### src/verilog/cam_regs.svh
/*
 Register offsets, field positions, reset values and sizes for the counter array
 mode control block. Assumes an 8-bit special-function-register bus with 8-bit
 addresses.
*/
`ifndef CAM_REGS_SVH
`define CAM_REGS_SVH

`define CAM_MODE5_ADDR      8'hce
`define CAM_MODE0_ADDR      8'hda
`define CAM_MODE1_ADDR      8'hdb
`define CAM_MODE2_ADDR      8'hdc
`define CAM_MODE3_ADDR      8'hdd
`define CAM_MODE4_ADDR      8'hde
`define CAM_CNT_LO_ADDR     8'hf9
`define CAM_CNT_HI_ADDR     8'hfa
`define CAM_CMP_LO0_ADDR    8'hfb
`define CAM_CMP_LO1_ADDR    8'he9
`define CAM_CMP_LO2_ADDR    8'heb
`define CAM_CMP_LO3_ADDR    8'hed
`define CAM_CMP_LO4_ADDR    8'hfd
`define CAM_CMP_LO5_ADDR    8'hd2
`define CAM_CMP_HI0_ADDR    8'hfc
`define CAM_CMP_HI1_ADDR    8'hea
`define CAM_CMP_HI2_ADDR    8'hec
`define CAM_CMP_HI3_ADDR    8'hee
`define CAM_CMP_HI4_ADDR    8'hfe
`define CAM_CMP_HI5_ADDR    8'hd3

`define CAM_BIT_WIDE        7
`define CAM_BIT_CMP_EN      6
`define CAM_BIT_RISE        5
`define CAM_BIT_FALL        4
`define CAM_BIT_MATCH       3
`define CAM_BIT_TOGGLE      2
`define CAM_BIT_PWM         1
`define CAM_BIT_IRQ         0

`define CAM_MODE_RESET      8'h00
`define CAM_CNT_RESET       16'h0000
`define CAM_NUM_MOD         6
`define CAM_WDT_MOD         5

`endif

### src/verilog/cam_pkg.sv
/*
 Types shared by the counter array mode control block.
 Assumes cam_regs.svh is compiled alongside.
*/
package cam_pkg;

	typedef struct packed {
		logic       wide_mode_select;
		logic       compare_enable;
		logic       rise_capture_enable;
		logic       fall_capture_enable;
		logic       match_flag_enable;
		logic       toggle_enable;
		logic       pulse_mod_enable;
		logic       flag_irq_enable;
	} cam_mode_t;

	typedef struct packed {
		logic       wr;
		logic       rd;
		logic [7:0] addr;
		logic [7:0] wdata;
	} cam_bus_t;

	typedef struct packed {
		cam_mode_t  mode;
		logic [15:0] cmp;
		logic [15:0] rld;
		logic       pin;
		logic       flag;
		logic       in_d;
	} cam_chan_t;

endpackage

### src/verilog/cam_channel.sv
/*
 One capture/compare channel: edge capture, match, toggle, PWM and frequency
 output. Assumes a synchronised capture input and a free counter on ref_clk.
*/
`include "cam_regs.svh"

module cam_channel (
	input  wire logic                ref_clk,
	input  wire logic                sys_rst,
	input  wire logic [15:0]         count,
	input  wire logic [1:0]          cyc_len,
	input  wire cam_pkg::cam_mode_t  mode,
	input  wire logic [15:0]         cmp,
	input  wire logic                cap_in,
	output logic                     cap_evt,
	output logic                     match_evt,
	output logic                     pin
);

	typedef struct packed {
		logic in_d;
		logic pin;
	} cam_ch_state_t;

	cam_ch_state_t st_r;
	cam_ch_state_t st_nxt;
	logic [15:0]   mask;
	logic        rise;
	logic        fall;
	logic        eq;

	//////////////////////////////////////////////////////////////////////////
	// Event detection
	always_comb begin
		mask = 16'h00ff >> 0;
		case (cyc_len)
			2'h0: mask = 16'h00ff;
			2'h1: mask = 16'h01ff;
			2'h2: mask = 16'h03ff;
			default: mask = 16'h07ff;
		endcase
		if (mode.wide_mode_select) begin
			mask = 16'hffff;
		end
	end

	assign rise      = cap_in & ~st_r.in_d;
	assign fall      = ~cap_in & st_r.in_d;
	assign eq        = mode.compare_enable && ((count & mask) == (cmp & mask));
	assign cap_evt   = (mode.rise_capture_enable & rise) | (mode.fall_capture_enable & fall);
	assign match_evt = eq;

	//////////////////////////////////////////////////////////////////////////
	// Output pin
	always_comb begin
		st_nxt      = st_r;
		st_nxt.in_d = cap_in;
		if (mode.toggle_enable && mode.pulse_mod_enable) begin
			if (eq) begin
				st_nxt.pin = ~st_r.pin;
			end
		end else if (mode.pulse_mod_enable) begin
			st_nxt.pin = mode.compare_enable && ((count & mask) >= (cmp & mask));
		end else if (mode.toggle_enable && eq) begin
			st_nxt.pin = ~st_r.pin;
		end
	end

	always_ff @(posedge ref_clk or posedge sys_rst) begin
		if (sys_rst) begin
			st_r <= '0;
		end else begin
			st_r <= st_nxt;
		end
	end

	assign pin = st_r.pin;

	property p_toggle;
		@(posedge ref_clk) disable iff (sys_rst)
		(mode.toggle_enable && !mode.pulse_mod_enable && eq) |=> (st_r.pin != $past(st_r.pin));
	endproperty
	a_toggle: assert property (p_toggle) else $error("Pin did not toggle on match");

	property p_freq;
		@(posedge ref_clk) disable iff (sys_rst)
		(mode.toggle_enable && mode.pulse_mod_enable && !eq) |=> (st_r.pin == $past(st_r.pin));
	endproperty
	a_freq: assert property (p_freq) else $error("Frequency output moved without match");

	property p_pwm;
		@(posedge ref_clk) disable iff (sys_rst)
		(!mode.toggle_enable && mode.pulse_mod_enable && !mode.compare_enable) |=> !st_r.pin;
	endproperty
	a_pwm: assert property (p_pwm) else $error("PWM high with comparator off");

endmodule // cam_channel

### src/verilog/cam_top.sv
/*
 Counter array module mode control: six mode registers, the shared 16-bit
 counter with high-byte snapshot, compare registers and watchdog lock.
 Assumes a single-cycle SFR bus on ref_clk with 8-bit address and data.
*/
// Summary of operation
// - Bit 7 selects 16-bit PWM resolution
// - Bit 6 enables comparator against counter
// - Bit 5 enables rising edge capture
// - Bit 4 enables falling edge capture
// - Bit 3 match sets capture/compare flag
// - Bit 2 toggles pin on match
// - Toggle plus PWM gives frequency output
// - Bit 1 drives PWM on pin
// - Bit 0 gates flag onto interrupt
// - Watchdog locks module 5 mode register writes; compare low/high writes still change its bit 6
// - Watchdog locks counter byte writes
// - High byte reads snapshot latched on low read
// - Counter is 16 bits, low and high bytes
// - Compare low write clears comparator enable
// - Compare high write sets comparator enable
`include "cam_regs.svh"

module cam_top (
	input  wire logic                ref_clk,
	input  wire logic                sys_rst,
	input  wire cam_pkg::cam_bus_t   sfr,
	output logic [7:0]               sfr_rdata,
	output logic                     sfr_hit,
	input  wire logic                count_run,
	input  wire logic                watchdog_enable,
	input  wire logic [1:0]          cyc_len,
	input  wire logic [5:0]          flag_clr,
	input  wire logic [5:0]          capture_in,
	output logic [5:0]               module_output_pin,
	output logic [5:0]               capcmp_flag,
	output logic                     irq
);

	typedef struct packed {
		cam_pkg::cam_mode_t [5:0] mode;
		logic [5:0][15:0]         cmp;
		logic [15:0]              cnt;
		logic [7:0]               snap;
		logic [5:0]               flag;
		logic [7:0]               rdata;
		logic                     hit;
		logic [5:0]               s1;
		logic [5:0]               s2;
	} cam_state_t;

	cam_state_t st_r;
	cam_state_t st_nxt;

	logic [5:0] cap_evt;
	logic [5:0] match_evt;

	//////////////////////////////////////////////////////////////////////////
	// Address decode helpers
	function automatic logic [2:0] mode_idx(input logic [7:0] a, output logic hit);
		hit = 1'b1;
		case (a)
			`CAM_MODE0_ADDR: mode_idx = 3'h0;
			`CAM_MODE1_ADDR: mode_idx = 3'h1;
			`CAM_MODE2_ADDR: mode_idx = 3'h2;
			`CAM_MODE3_ADDR: mode_idx = 3'h3;
			`CAM_MODE4_ADDR: mode_idx = 3'h4;
			`CAM_MODE5_ADDR: mode_idx = 3'h5;
			default: begin
				mode_idx = 3'h0;
				hit = 1'b0;
			end
		endcase
	endfunction

	function automatic logic [2:0] lo_idx(input logic [7:0] a, output logic hit);
		hit = 1'b1;
		case (a)
			`CAM_CMP_LO0_ADDR: lo_idx = 3'h0;
			`CAM_CMP_LO1_ADDR: lo_idx = 3'h1;
			`CAM_CMP_LO2_ADDR: lo_idx = 3'h2;
			`CAM_CMP_LO3_ADDR: lo_idx = 3'h3;
			`CAM_CMP_LO4_ADDR: lo_idx = 3'h4;
			`CAM_CMP_LO5_ADDR: lo_idx = 3'h5;
			default: begin
				lo_idx = 3'h0;
				hit = 1'b0;
			end
		endcase
	endfunction

	function automatic logic [2:0] hi_idx(input logic [7:0] a, output logic hit);
		hit = 1'b1;
		case (a)
			`CAM_CMP_HI0_ADDR: hi_idx = 3'h0;
			`CAM_CMP_HI1_ADDR: hi_idx = 3'h1;
			`CAM_CMP_HI2_ADDR: hi_idx = 3'h2;
			`CAM_CMP_HI3_ADDR: hi_idx = 3'h3;
			`CAM_CMP_HI4_ADDR: hi_idx = 3'h4;
			`CAM_CMP_HI5_ADDR: hi_idx = 3'h5;
			default: begin
				hi_idx = 3'h0;
				hit = 1'b0;
			end
		endcase
	endfunction

	//////////////////////////////////////////////////////////////////////////
	// Channels
	genvar g;
	generate
		for (g = 0; g < `CAM_NUM_MOD; g++) begin : g_ch
			cam_channel u_ch (
				.ref_clk   (ref_clk),
				.sys_rst   (sys_rst),
				.count     (st_r.cnt),
				.cyc_len   (cyc_len),
				.mode      (st_r.mode[g]),
				.cmp       (st_r.cmp[g]),
				.cap_in    (st_r.s2[g]),
				.cap_evt   (cap_evt[g]),
				.match_evt (match_evt[g]),
				.pin       (module_output_pin[g])
			);
		end
	endgenerate

	//////////////////////////////////////////////////////////////////////////
	// Next state
	always_comb begin
		logic       mh;
		logic       lh;
		logic       hh;
		logic [2:0] mi;
		logic [2:0] li;
		logic [2:0] hi;
		mh = 1'b0;
		lh = 1'b0;
		hh = 1'b0;
		mi = mode_idx(sfr.addr, mh);
		li = lo_idx(sfr.addr, lh);
		hi = hi_idx(sfr.addr, hh);
		st_nxt = st_r;
		st_nxt.s1 = capture_in;
		st_nxt.s2 = st_r.s1;
		st_nxt.hit = 1'b0;
		st_nxt.rdata = 8'h00;

		if (count_run) begin
			st_nxt.cnt = st_r.cnt + 16'h0001;
		end

		// Register writes
		if (sfr.wr) begin
			if (mh && !(mi == 3'(`CAM_WDT_MOD) && watchdog_enable)) begin
				st_nxt.mode[mi] = sfr.wdata;
			end
			if (lh) begin
				st_nxt.cmp[li][7:0] = sfr.wdata;
				st_nxt.mode[li].compare_enable = 1'b0;
			end
			if (hh) begin
				st_nxt.cmp[hi][15:8] = sfr.wdata;
				st_nxt.mode[hi].compare_enable = 1'b1;
			end
			if (!watchdog_enable) begin
				if (sfr.addr == `CAM_CNT_LO_ADDR) begin
					st_nxt.cnt[7:0] = sfr.wdata;
				end
				if (sfr.addr == `CAM_CNT_HI_ADDR) begin
					st_nxt.cnt[15:8] = sfr.wdata;
				end
			end
		end

		// Register reads
		if (sfr.rd) begin
			st_nxt.hit = 1'b1;
			if (mh) begin
				st_nxt.rdata = st_r.mode[mi];
			end else if (lh) begin
				st_nxt.rdata = st_r.cmp[li][7:0];
			end else if (hh) begin
				st_nxt.rdata = st_r.cmp[hi][15:8];
			end else if (sfr.addr == `CAM_CNT_LO_ADDR) begin
				st_nxt.rdata = st_r.cnt[7:0];
				st_nxt.snap = st_r.cnt[15:8];
			end else if (sfr.addr == `CAM_CNT_HI_ADDR) begin
				st_nxt.rdata = st_r.snap;
			end else begin
				st_nxt.hit = 1'b0;
			end
		end

		// Capture and match, set wins over clear
		for (int i = 0; i < `CAM_NUM_MOD; i++) begin
			if (flag_clr[i]) begin
				st_nxt.flag[i] = 1'b0;
			end
			if (cap_evt[i]) begin
				st_nxt.cmp[i] = st_r.cnt;
				st_nxt.flag[i] = 1'b1;
			end
			if (match_evt[i] && st_r.mode[i].match_flag_enable) begin
				st_nxt.flag[i] = 1'b1;
			end
		end
	end

	always_ff @(posedge ref_clk or posedge sys_rst) begin
		if (sys_rst) begin
			st_r <= '0;
		end else begin
			st_r <= st_nxt;
		end
	end

	//////////////////////////////////////////////////////////////////////////
	// Outputs
	always_comb begin
		irq = 1'b0;
		for (int i = 0; i < `CAM_NUM_MOD; i++) begin
			irq = irq | (st_r.flag[i] & st_r.mode[i].flag_irq_enable);
		end
	end

	assign sfr_rdata   = st_r.rdata;
	assign sfr_hit     = st_r.hit;
	assign capcmp_flag = st_r.flag;

	//////////////////////////////////////////////////////////////////////////
	// Checks
	property p_wide;
		@(posedge ref_clk) disable iff (sys_rst)
		(st_r.mode[5].wide_mode_select && !st_r.mode[5].toggle_enable
			&& st_r.mode[5].pulse_mod_enable && st_r.mode[5].compare_enable
			&& st_r.cnt >= st_r.cmp[5] && !match_evt[5]) |=> module_output_pin[5];
	endproperty
	a_wide: assert property (p_wide) else $error("Wide PWM level wrong");

	property p_cmp_off;
		@(posedge ref_clk) disable iff (sys_rst)
		(!st_r.mode[1].compare_enable && st_r.mode[1].match_flag_enable
			&& !capcmp_flag[1] && !cap_evt[1]) |=> !capcmp_flag[1];
	endproperty
	a_cmp_off: assert property (p_cmp_off) else $error("Match without comparator");

	property p_rise;
		@(posedge ref_clk) disable iff (sys_rst)
		(st_r.mode[3].rise_capture_enable && st_r.s2[3] && !$past(st_r.s2[3])
			&& !flag_clr[3]) |=> (capcmp_flag[3] && st_r.cmp[3] == $past(st_r.cnt));
	endproperty
	a_rise: assert property (p_rise) else $error("Rising capture missed");

	property p_fall;
		@(posedge ref_clk) disable iff (sys_rst)
		(st_r.mode[4].fall_capture_enable && !st_r.s2[4] && $past(st_r.s2[4])
			&& !flag_clr[4]) |=> (capcmp_flag[4] && st_r.cmp[4] == $past(st_r.cnt));
	endproperty
	a_fall: assert property (p_fall) else $error("Falling capture missed");

	property p_match;
		@(posedge ref_clk) disable iff (sys_rst)
		(match_evt[0] && st_r.mode[0].match_flag_enable) |=> capcmp_flag[0];
	endproperty
	a_match: assert property (p_match) else $error("Match did not set flag");

	property p_irq;
		@(posedge ref_clk) disable iff (sys_rst)
		(capcmp_flag[0] && st_r.mode[0].flag_irq_enable) |-> irq;
	endproperty
	a_irq: assert property (p_irq) else $error("Interrupt not raised");

	property p_wdt_mode;
		@(posedge ref_clk) disable iff (sys_rst)
		(sfr.wr && sfr.addr == `CAM_MODE5_ADDR && watchdog_enable)
			|=> st_r.mode[5] == $past(st_r.mode[5]);
	endproperty
	a_wdt_mode: assert property (p_wdt_mode) else $error("Module 5 written under watchdog");

	property p_wdt_cnt;
		@(posedge ref_clk) disable iff (sys_rst)
		(sfr.wr && sfr.addr == `CAM_CNT_HI_ADDR && watchdog_enable && !count_run)
			|=> st_r.cnt == $past(st_r.cnt);
	endproperty
	a_wdt_cnt: assert property (p_wdt_cnt) else $error("Counter written under watchdog");

	property p_snap;
		@(posedge ref_clk) disable iff (sys_rst)
		(sfr.rd && sfr.addr == `CAM_CNT_LO_ADDR) |=> st_r.snap == $past(st_r.cnt[15:8]);
	endproperty
	a_snap: assert property (p_snap) else $error("Snapshot not latched");

	property p_lo_clr;
		@(posedge ref_clk) disable iff (sys_rst)
		(sfr.wr && sfr.addr == `CAM_CMP_LO0_ADDR) |=> !st_r.mode[0].compare_enable;
	endproperty
	a_lo_clr: assert property (p_lo_clr) else $error("Low write kept enable");

	property p_hi_set;
		@(posedge ref_clk) disable iff (sys_rst)
		(sfr.wr && sfr.addr == `CAM_CMP_HI0_ADDR) |=> st_r.mode[0].compare_enable;
	endproperty
	a_hi_set: assert property (p_hi_set) else $error("High write missed enable");

	property p_snap_rd;
		@(posedge ref_clk) disable iff (sys_rst)
		(sfr.rd && sfr.addr == `CAM_CNT_HI_ADDR) |=> sfr_rdata == $past(st_r.snap);
	endproperty
	a_snap_rd: assert property (p_snap_rd) else $error("High read not from snapshot");

	property p_cnt_inc;
		@(posedge ref_clk) disable iff (sys_rst)
		(count_run && !(sfr.wr && (sfr.addr == `CAM_CNT_LO_ADDR
			|| sfr.addr == `CAM_CNT_HI_ADDR))) |=> st_r.cnt == $past(st_r.cnt) + 16'h0001;
	endproperty
	a_cnt_inc: assert property (p_cnt_inc) else $error("Counter did not advance");

	property p_wdt_lo;
		@(posedge ref_clk) disable iff (sys_rst)
		(sfr.wr && sfr.addr == `CAM_CNT_LO_ADDR && watchdog_enable && !count_run)
			|=> st_r.cnt == $past(st_r.cnt);
	endproperty
	a_wdt_lo: assert property (p_wdt_lo) else $error("Counter low written under watchdog");

	property p_rst_zero;
		@(posedge ref_clk) disable iff (sys_rst)
		$fell(sys_rst) |-> (st_r.cnt == 16'h0000 && st_r.mode == 48'h0
			&& st_r.flag == 6'h00);
	endproperty
	a_rst_zero: assert property (p_rst_zero) else $error("State not zero after reset");

	property p_wide_lo;
		@(posedge ref_clk) disable iff (sys_rst)
		(st_r.mode[5].wide_mode_select && !st_r.mode[5].toggle_enable
			&& st_r.mode[5].pulse_mod_enable && st_r.cnt < st_r.cmp[5])
			|=> !module_output_pin[5];
	endproperty
	a_wide_lo: assert property (p_wide_lo) else $error("Wide PWM high below compare");

endmodule // cam_top

### config.mk
export PLATFORM = sky130hd
export DESIGN_NAME = cam_top
export DESIGN_NICKNAME = d
export VERILOG_FILES = /design/src/verilog/cam_pkg.sv /design/src/verilog/cam_channel.sv /design/src/verilog/cam_top.sv
export VERILOG_INCLUDE_DIRS = /design/src /design/src/verilog
export SDC_FILE = /design/constraint.sdc
export NUM_CORES = 1
export LEC_CHECK = 0
export ABC_AREA = 1
export BUFFER_PORTS_ARGS = -buffer_cell sky130_fd_sc_hd__buf_2
export CORE_ASPECT_RATIO = 0.75
export CORE_MARGIN = 1
export CORE_UTILIZATION = 55
export DETAILED_ROUTE_END_ITERATION = 7
export HOLD_SLACK_MARGIN = 0.02
export PLACE_DENSITY = 0.72
export SLEW_MARGIN = 20
export SYNTH_ARGS = -nofsm -noshare
export SYNTH_HDL_FRONTEND = slang
export SYNTH_HIERARCHICAL = 1
export SYNTH_SLANG_ARGS = --single-unit
### constraint.sdc
create_clock -name ref_clk -period 6.7 [get_ports ref_clk]
set_input_delay 0.67 -clock ref_clk [delete_from_list [all_inputs] [get_ports ref_clk]]
set_output_delay 0.67 -clock ref_clk [all_outputs]
set_load 0.1 [all_outputs]
======== Word level (Yosys, flattened, before mapping) ========
Cells that the tools add are included.
cells by class
  reduce and logical (&&, ||, !) cells .... 65
  mux-type cells .......................... 103
  bitwise operators ....................... 74
  equal/unequal tests ..................... 35
  $add $sub $neg .......................... 1
  magnitude comparators ................... 12
operators by type and width
  operator                 count
  $mux W144                3
  $mux W16                 16
  $and A16 B16 Y16         12
  $bwmux W96               2
  $eq A8 B8 Y1 const B     20
  $bwmux W48               3
  $mux W112                1
  $bmux W16 S3             2
  $demux W16 S3            2
  $eq A16 B16 Y1           6
  $ge A16 B16 Y1           6
  $mux W48                 2
  $mux W8                  11
  $demux W8 S3             3
  $mux W1                  50
  $pmux W3 S5              3
  $reduce_bool A3 Y1       12
  $logic_and A1 B1 Y1      35
  $pmux W11 S3             1
  $and A1 B1 Y1            30
  $bmux W8 S3              1
  $not A1 Y1               21
  $reduce_or A6 Y1         3
  $add A16 B1 Y16 const B  1
  14 further kinds         44
word-level totals
  logic and storage cells ................. 368
  bits in registers ....................... 207
  output and inout port bits .............. 22
  bits of input ports ..................... 36

======== Longest topological paths before layout ========
  depth in word-level cells ............... 16
  gate-level depth with buffers ........... 14
  gate-level depth less buffers ........... 14

======== Modules after synthesis ========
Netlist, hierarchy kept.
by module, submodules not included
  module       area an instance (um2)  times used  sequential area each (um2)  cells an instance
  cam_top      10,364.9                1           4,879.7                     1,329
  cam_channel  669.4                   6           50.0                        116

======== Worst setup path after synthesis ========
Ideal clock, no wire load.
  kind .................................... reg2out
  from .................................... reg st_r[187] (netlist name)
  to ...................................... out irq
  cell stages (with the launch flop) ...... 3
  setup slack ............................. 4,186 ps
  required time ........................... 6,030 ps
  buffers on the path ..................... 0
  arrival ................................. 1,844 ps
  path through ............................ dfrtp_1 inv_1 o211ai_1
on the way
  longest elaborated chain between the ends .. 2
RTL lines
  element                 line            text
  from (decl)             cam_top.sv:52   cam_state_t st_r;
  from (signal assigned)  cam_top.sv:214  st_r <= st_nxt;
  $and A1 B1 Y1           cam_top.sv:223  irq = irq | (st_r.flag[i] & st_r.mode[i].flag_irq_enable);
  $or A1 B1 Y1            cam_top.sv:223
  to (decl)               cam_top.sv:37   output logic irq
No other way between the ends.

==> out/qor.yml <==
logic_synthesis:
  async_flop_share_pct: 100
  synthCells: 2025
  yosysMostFrequentCell: "nand2_1"
  synth_top_area_share_pct: 36.0
  seq_area_frac_synth_pct: 36.0
  ys_types: 38
  synth_area_leaders: "dfrtp_1 (36%), nand2_1 (15%), ha_1 (8.4%)"
  synthFlopType: "dfrtp_1"
  synth_edf_count: 0
  syn_area_per_cell_um2: 7.10
  syn_area_mm2: 0.0144
  synth_seq_cells: 207
  yosysWarnings: 6
  yosys.area.top_type: "dfrtp_1"
  synthTopCellsByCount: "nand2_1 (557), inv_1 (264), dfrtp_1 (207)"
  syn_nets: 2158
critical_path:
  crit_type: "in -> reg"
  crit_arrival_ps: 4120
  crit_path_max_fanout: 32
  critPathLaunchType: "input pin"
  crit_buf_inv: 2
  endpoint_kind: "flop"
  required_ps: 7150
  crit_family: "simple AND/OR/NAND/NOR gates"
  r2r_start: "st_r[39]"
  path_cells: "buf_2 > nand2_2 > inv_2 > nand2_1 > nand2_1 > nand2_1 > nand2_1 > o21ai_0 > nand3_1 > nand2_1 > nand2_1 > nor2_1"
  worst_path_max_delay_cell: "nand2_1"
  r2r-end: "st_r[50]"
  slowest_delay_ps: 960
  cp.depth: 12
  worst_r2r_path_depth: 7
  regToRegSetupSlack_ps: 3680
  crit_top_cell: "nand2_1"
layout:
  multi_input_area_mm2: 0.00770
  seqCellArea_mm2: 0.00518
  finish.utilization_pct: 61.3
  final_area_mm2: 0.0155
  area_growth_syn_to_layout_pct: 7.99
  diodes: 0
  n_fill_cell: 2346
  nNetsFinal: 2170
  drive_gt1_share_pct: 8.76
power:
  combPwrFrac_pct: 35.2
  power_uw: 4830
  power_frac_seq_pct: 37.8
  leakage_uw: 0.00793
  clockPowerShare_pct: 27.0
  vdd_drop_max_uv: 267
  powerDensity_mw_per_mm2: 311
  switching_power_uw: 2080
  cellInternalPower_uw: 2740
  swShare_pct: 43.2
routing:
  wl_per_cell_um: 23.1
  num_vias: 14600
  vias_per_cell: 6.11
  ant_nets: 0
  dr.first_iter.drc_count: 2029
  first_pass_iters: 7
  route.detailed.drc: 0
  drt_wl_total_um: 55200
cts:
  clockBufferDepth: 3
  hold_buffers: 0
  htreeDepth: 1
  clock-root-buffer: "clkbuf_16"
  cts_setup_buffers: 0
  clkTransAtPathRegs_ps: 70
  clk_latency_ps: 530
  numCtsBuffers: 23
  cts_tree: "built"
  cts_resized: 0
  cts_sinks: 207
floorplanning:
  die-area_mm2: 0.0268
  fp.coreArea_mm2: 0.0253
  fp.dieW_um: 189
  start_util_pct: 56.8
  rows: 50
  io_pins: 58
  chipHeight_um: 142
global_routing:
  grt_max_degree: 126
  grt_pass1_wl_um: 82400
  first_global_vias: 13300
  grt_usage_pct: 41.5
  antenna_found_initial: 2
  grt_overflow: 0
timing:
  worstMarginPinSlew_ps: 1130
  min_period_ps: 3670
  setup_violations: 0
  rsz0062_at_grt: "no"
  whs_ps: 151
  fin_crit_sh_pct: 54.7
  fmax_mhz: 273
  finalSetupTns_ps: 0
  hold_viol: 0
  skew_ps: 16.5
  drv_slew: 0
  slew_headroom_pct: 24.3
run:
  cap_violations: 0
worst_hold_path:
  min_path_type: "in -> async"
outcome:
  outcome: "completed"
place:
  portBuffers: 57
  post_dp_cell_area_mm2: 0.0148
  gp_congestion: 1.03
  hpwl_um: 41100
registers in the layout, indices dropped and copies added, names as in the netlist:
register / flops
st_r: 174
sfr_rdata: 8
capcmp_flag: 6
g_ch.u_ch/pin: 6
g_ch.u_ch/st_r: 6
st_nxt: 6
sfr_hit: 1
how the worst max path moves through the flow:
stage | from | to
5_1_grt | sfr[8] | sfr_rdata[4]
4_1_cts | sfr[11] | sfr_rdata[4]
3_5_place_dp | sfr[11] | sfr_rdata[4]
6_report | sfr[11] | sfr_rdata[4]
2_1_floorplan | sys_rst | capcmp_flag[0]
3_3_place_gp | sfr[11] | sfr_rdata[4]
area by class of cell:
class | count | area share [%]
inverters | 302 | 7.35
well taps | 338 | 2.72
clock inverters | 12 | 0.701
repair buffers | 62 | 2.08
clock buffers | 30 | 4.20
multi-input cells | 1441 | 49.6
flip-flops and latches | 207 | 33.4
cell families (layout without fill, tap and decap cells):
group                    Yosys count  after routing  synth area share [%]
adder cells (fa/ha/maj)           97             97                  8.44
flip-flops                       207            207                  36.0
AO/OA/AOI/OAI                    347            347                  14.7
XOR/XNOR                          11             11                 0.670
AND/OR/NAND/NOR                  986            986                  29.7
buffers and inverters            377            406                  10.5
worst reg2reg max path, cell delays in order, from the launching register on:
cell and delay [ps]:
dfrtp_1 720, clkinv_1 640, nor2_1 490, nand3_1 330, nor3_1 350, nand2_1 110, xor2_1 160, a21oi_1 150
power groups by stage:
| stage | Clock (uW) | Sequential, uW | Combinational (uW) |
|---|---|---|---|
| after detailed placement | 0 | 1810 | 1660 |
| after CTS | 1300 | 1790 | 1670 |
| after floorplan | 0 | 1750 | 1120 |
| after global routing | 1350 | 1830 | 1890 |
| final | 1300 | 1820 | 1700 |
| after global placement | 0 | 1820 | 1610 |
per-layer routing:
layer / track usage, % / wire length, um / part of all wire (%) / vias up
li1: - / - / - / 6641
met1: 59.6 / 23200 / 42 / 6874
met2: 57.4 / 21800 / 39 / 950
met3: 14.7 / 8170 / 15 / 135
met4: 13.7 / 1980 / 3.6 / 4
met5: 0 / 27 / 0.049 / -
per-stage QoR:
stage | setup slack (ps) | cells
after detailed placement | 2670 | 2350
after global placement | 2680 | 2350
after CTS | 3190 | 2392
after floorplan | 718 | 2025
after global routing | 2890 | 2392
final | 3030 | 2392
placed cells by master, fill, tap and decap left out, types with 23 or more instances in the layout:
cell type,n
a21oi_1,87
buf_2,57
clkbuf_16,23
dfrtp_1,207
ha_1,97
inv_1,263
nand2_1,557
nand3_1,196
nor2_1,139
o211ai_1,98
o21ai_0,85
o21ai_1,29
Note: power is estimated with default switching activity, not from simulation.
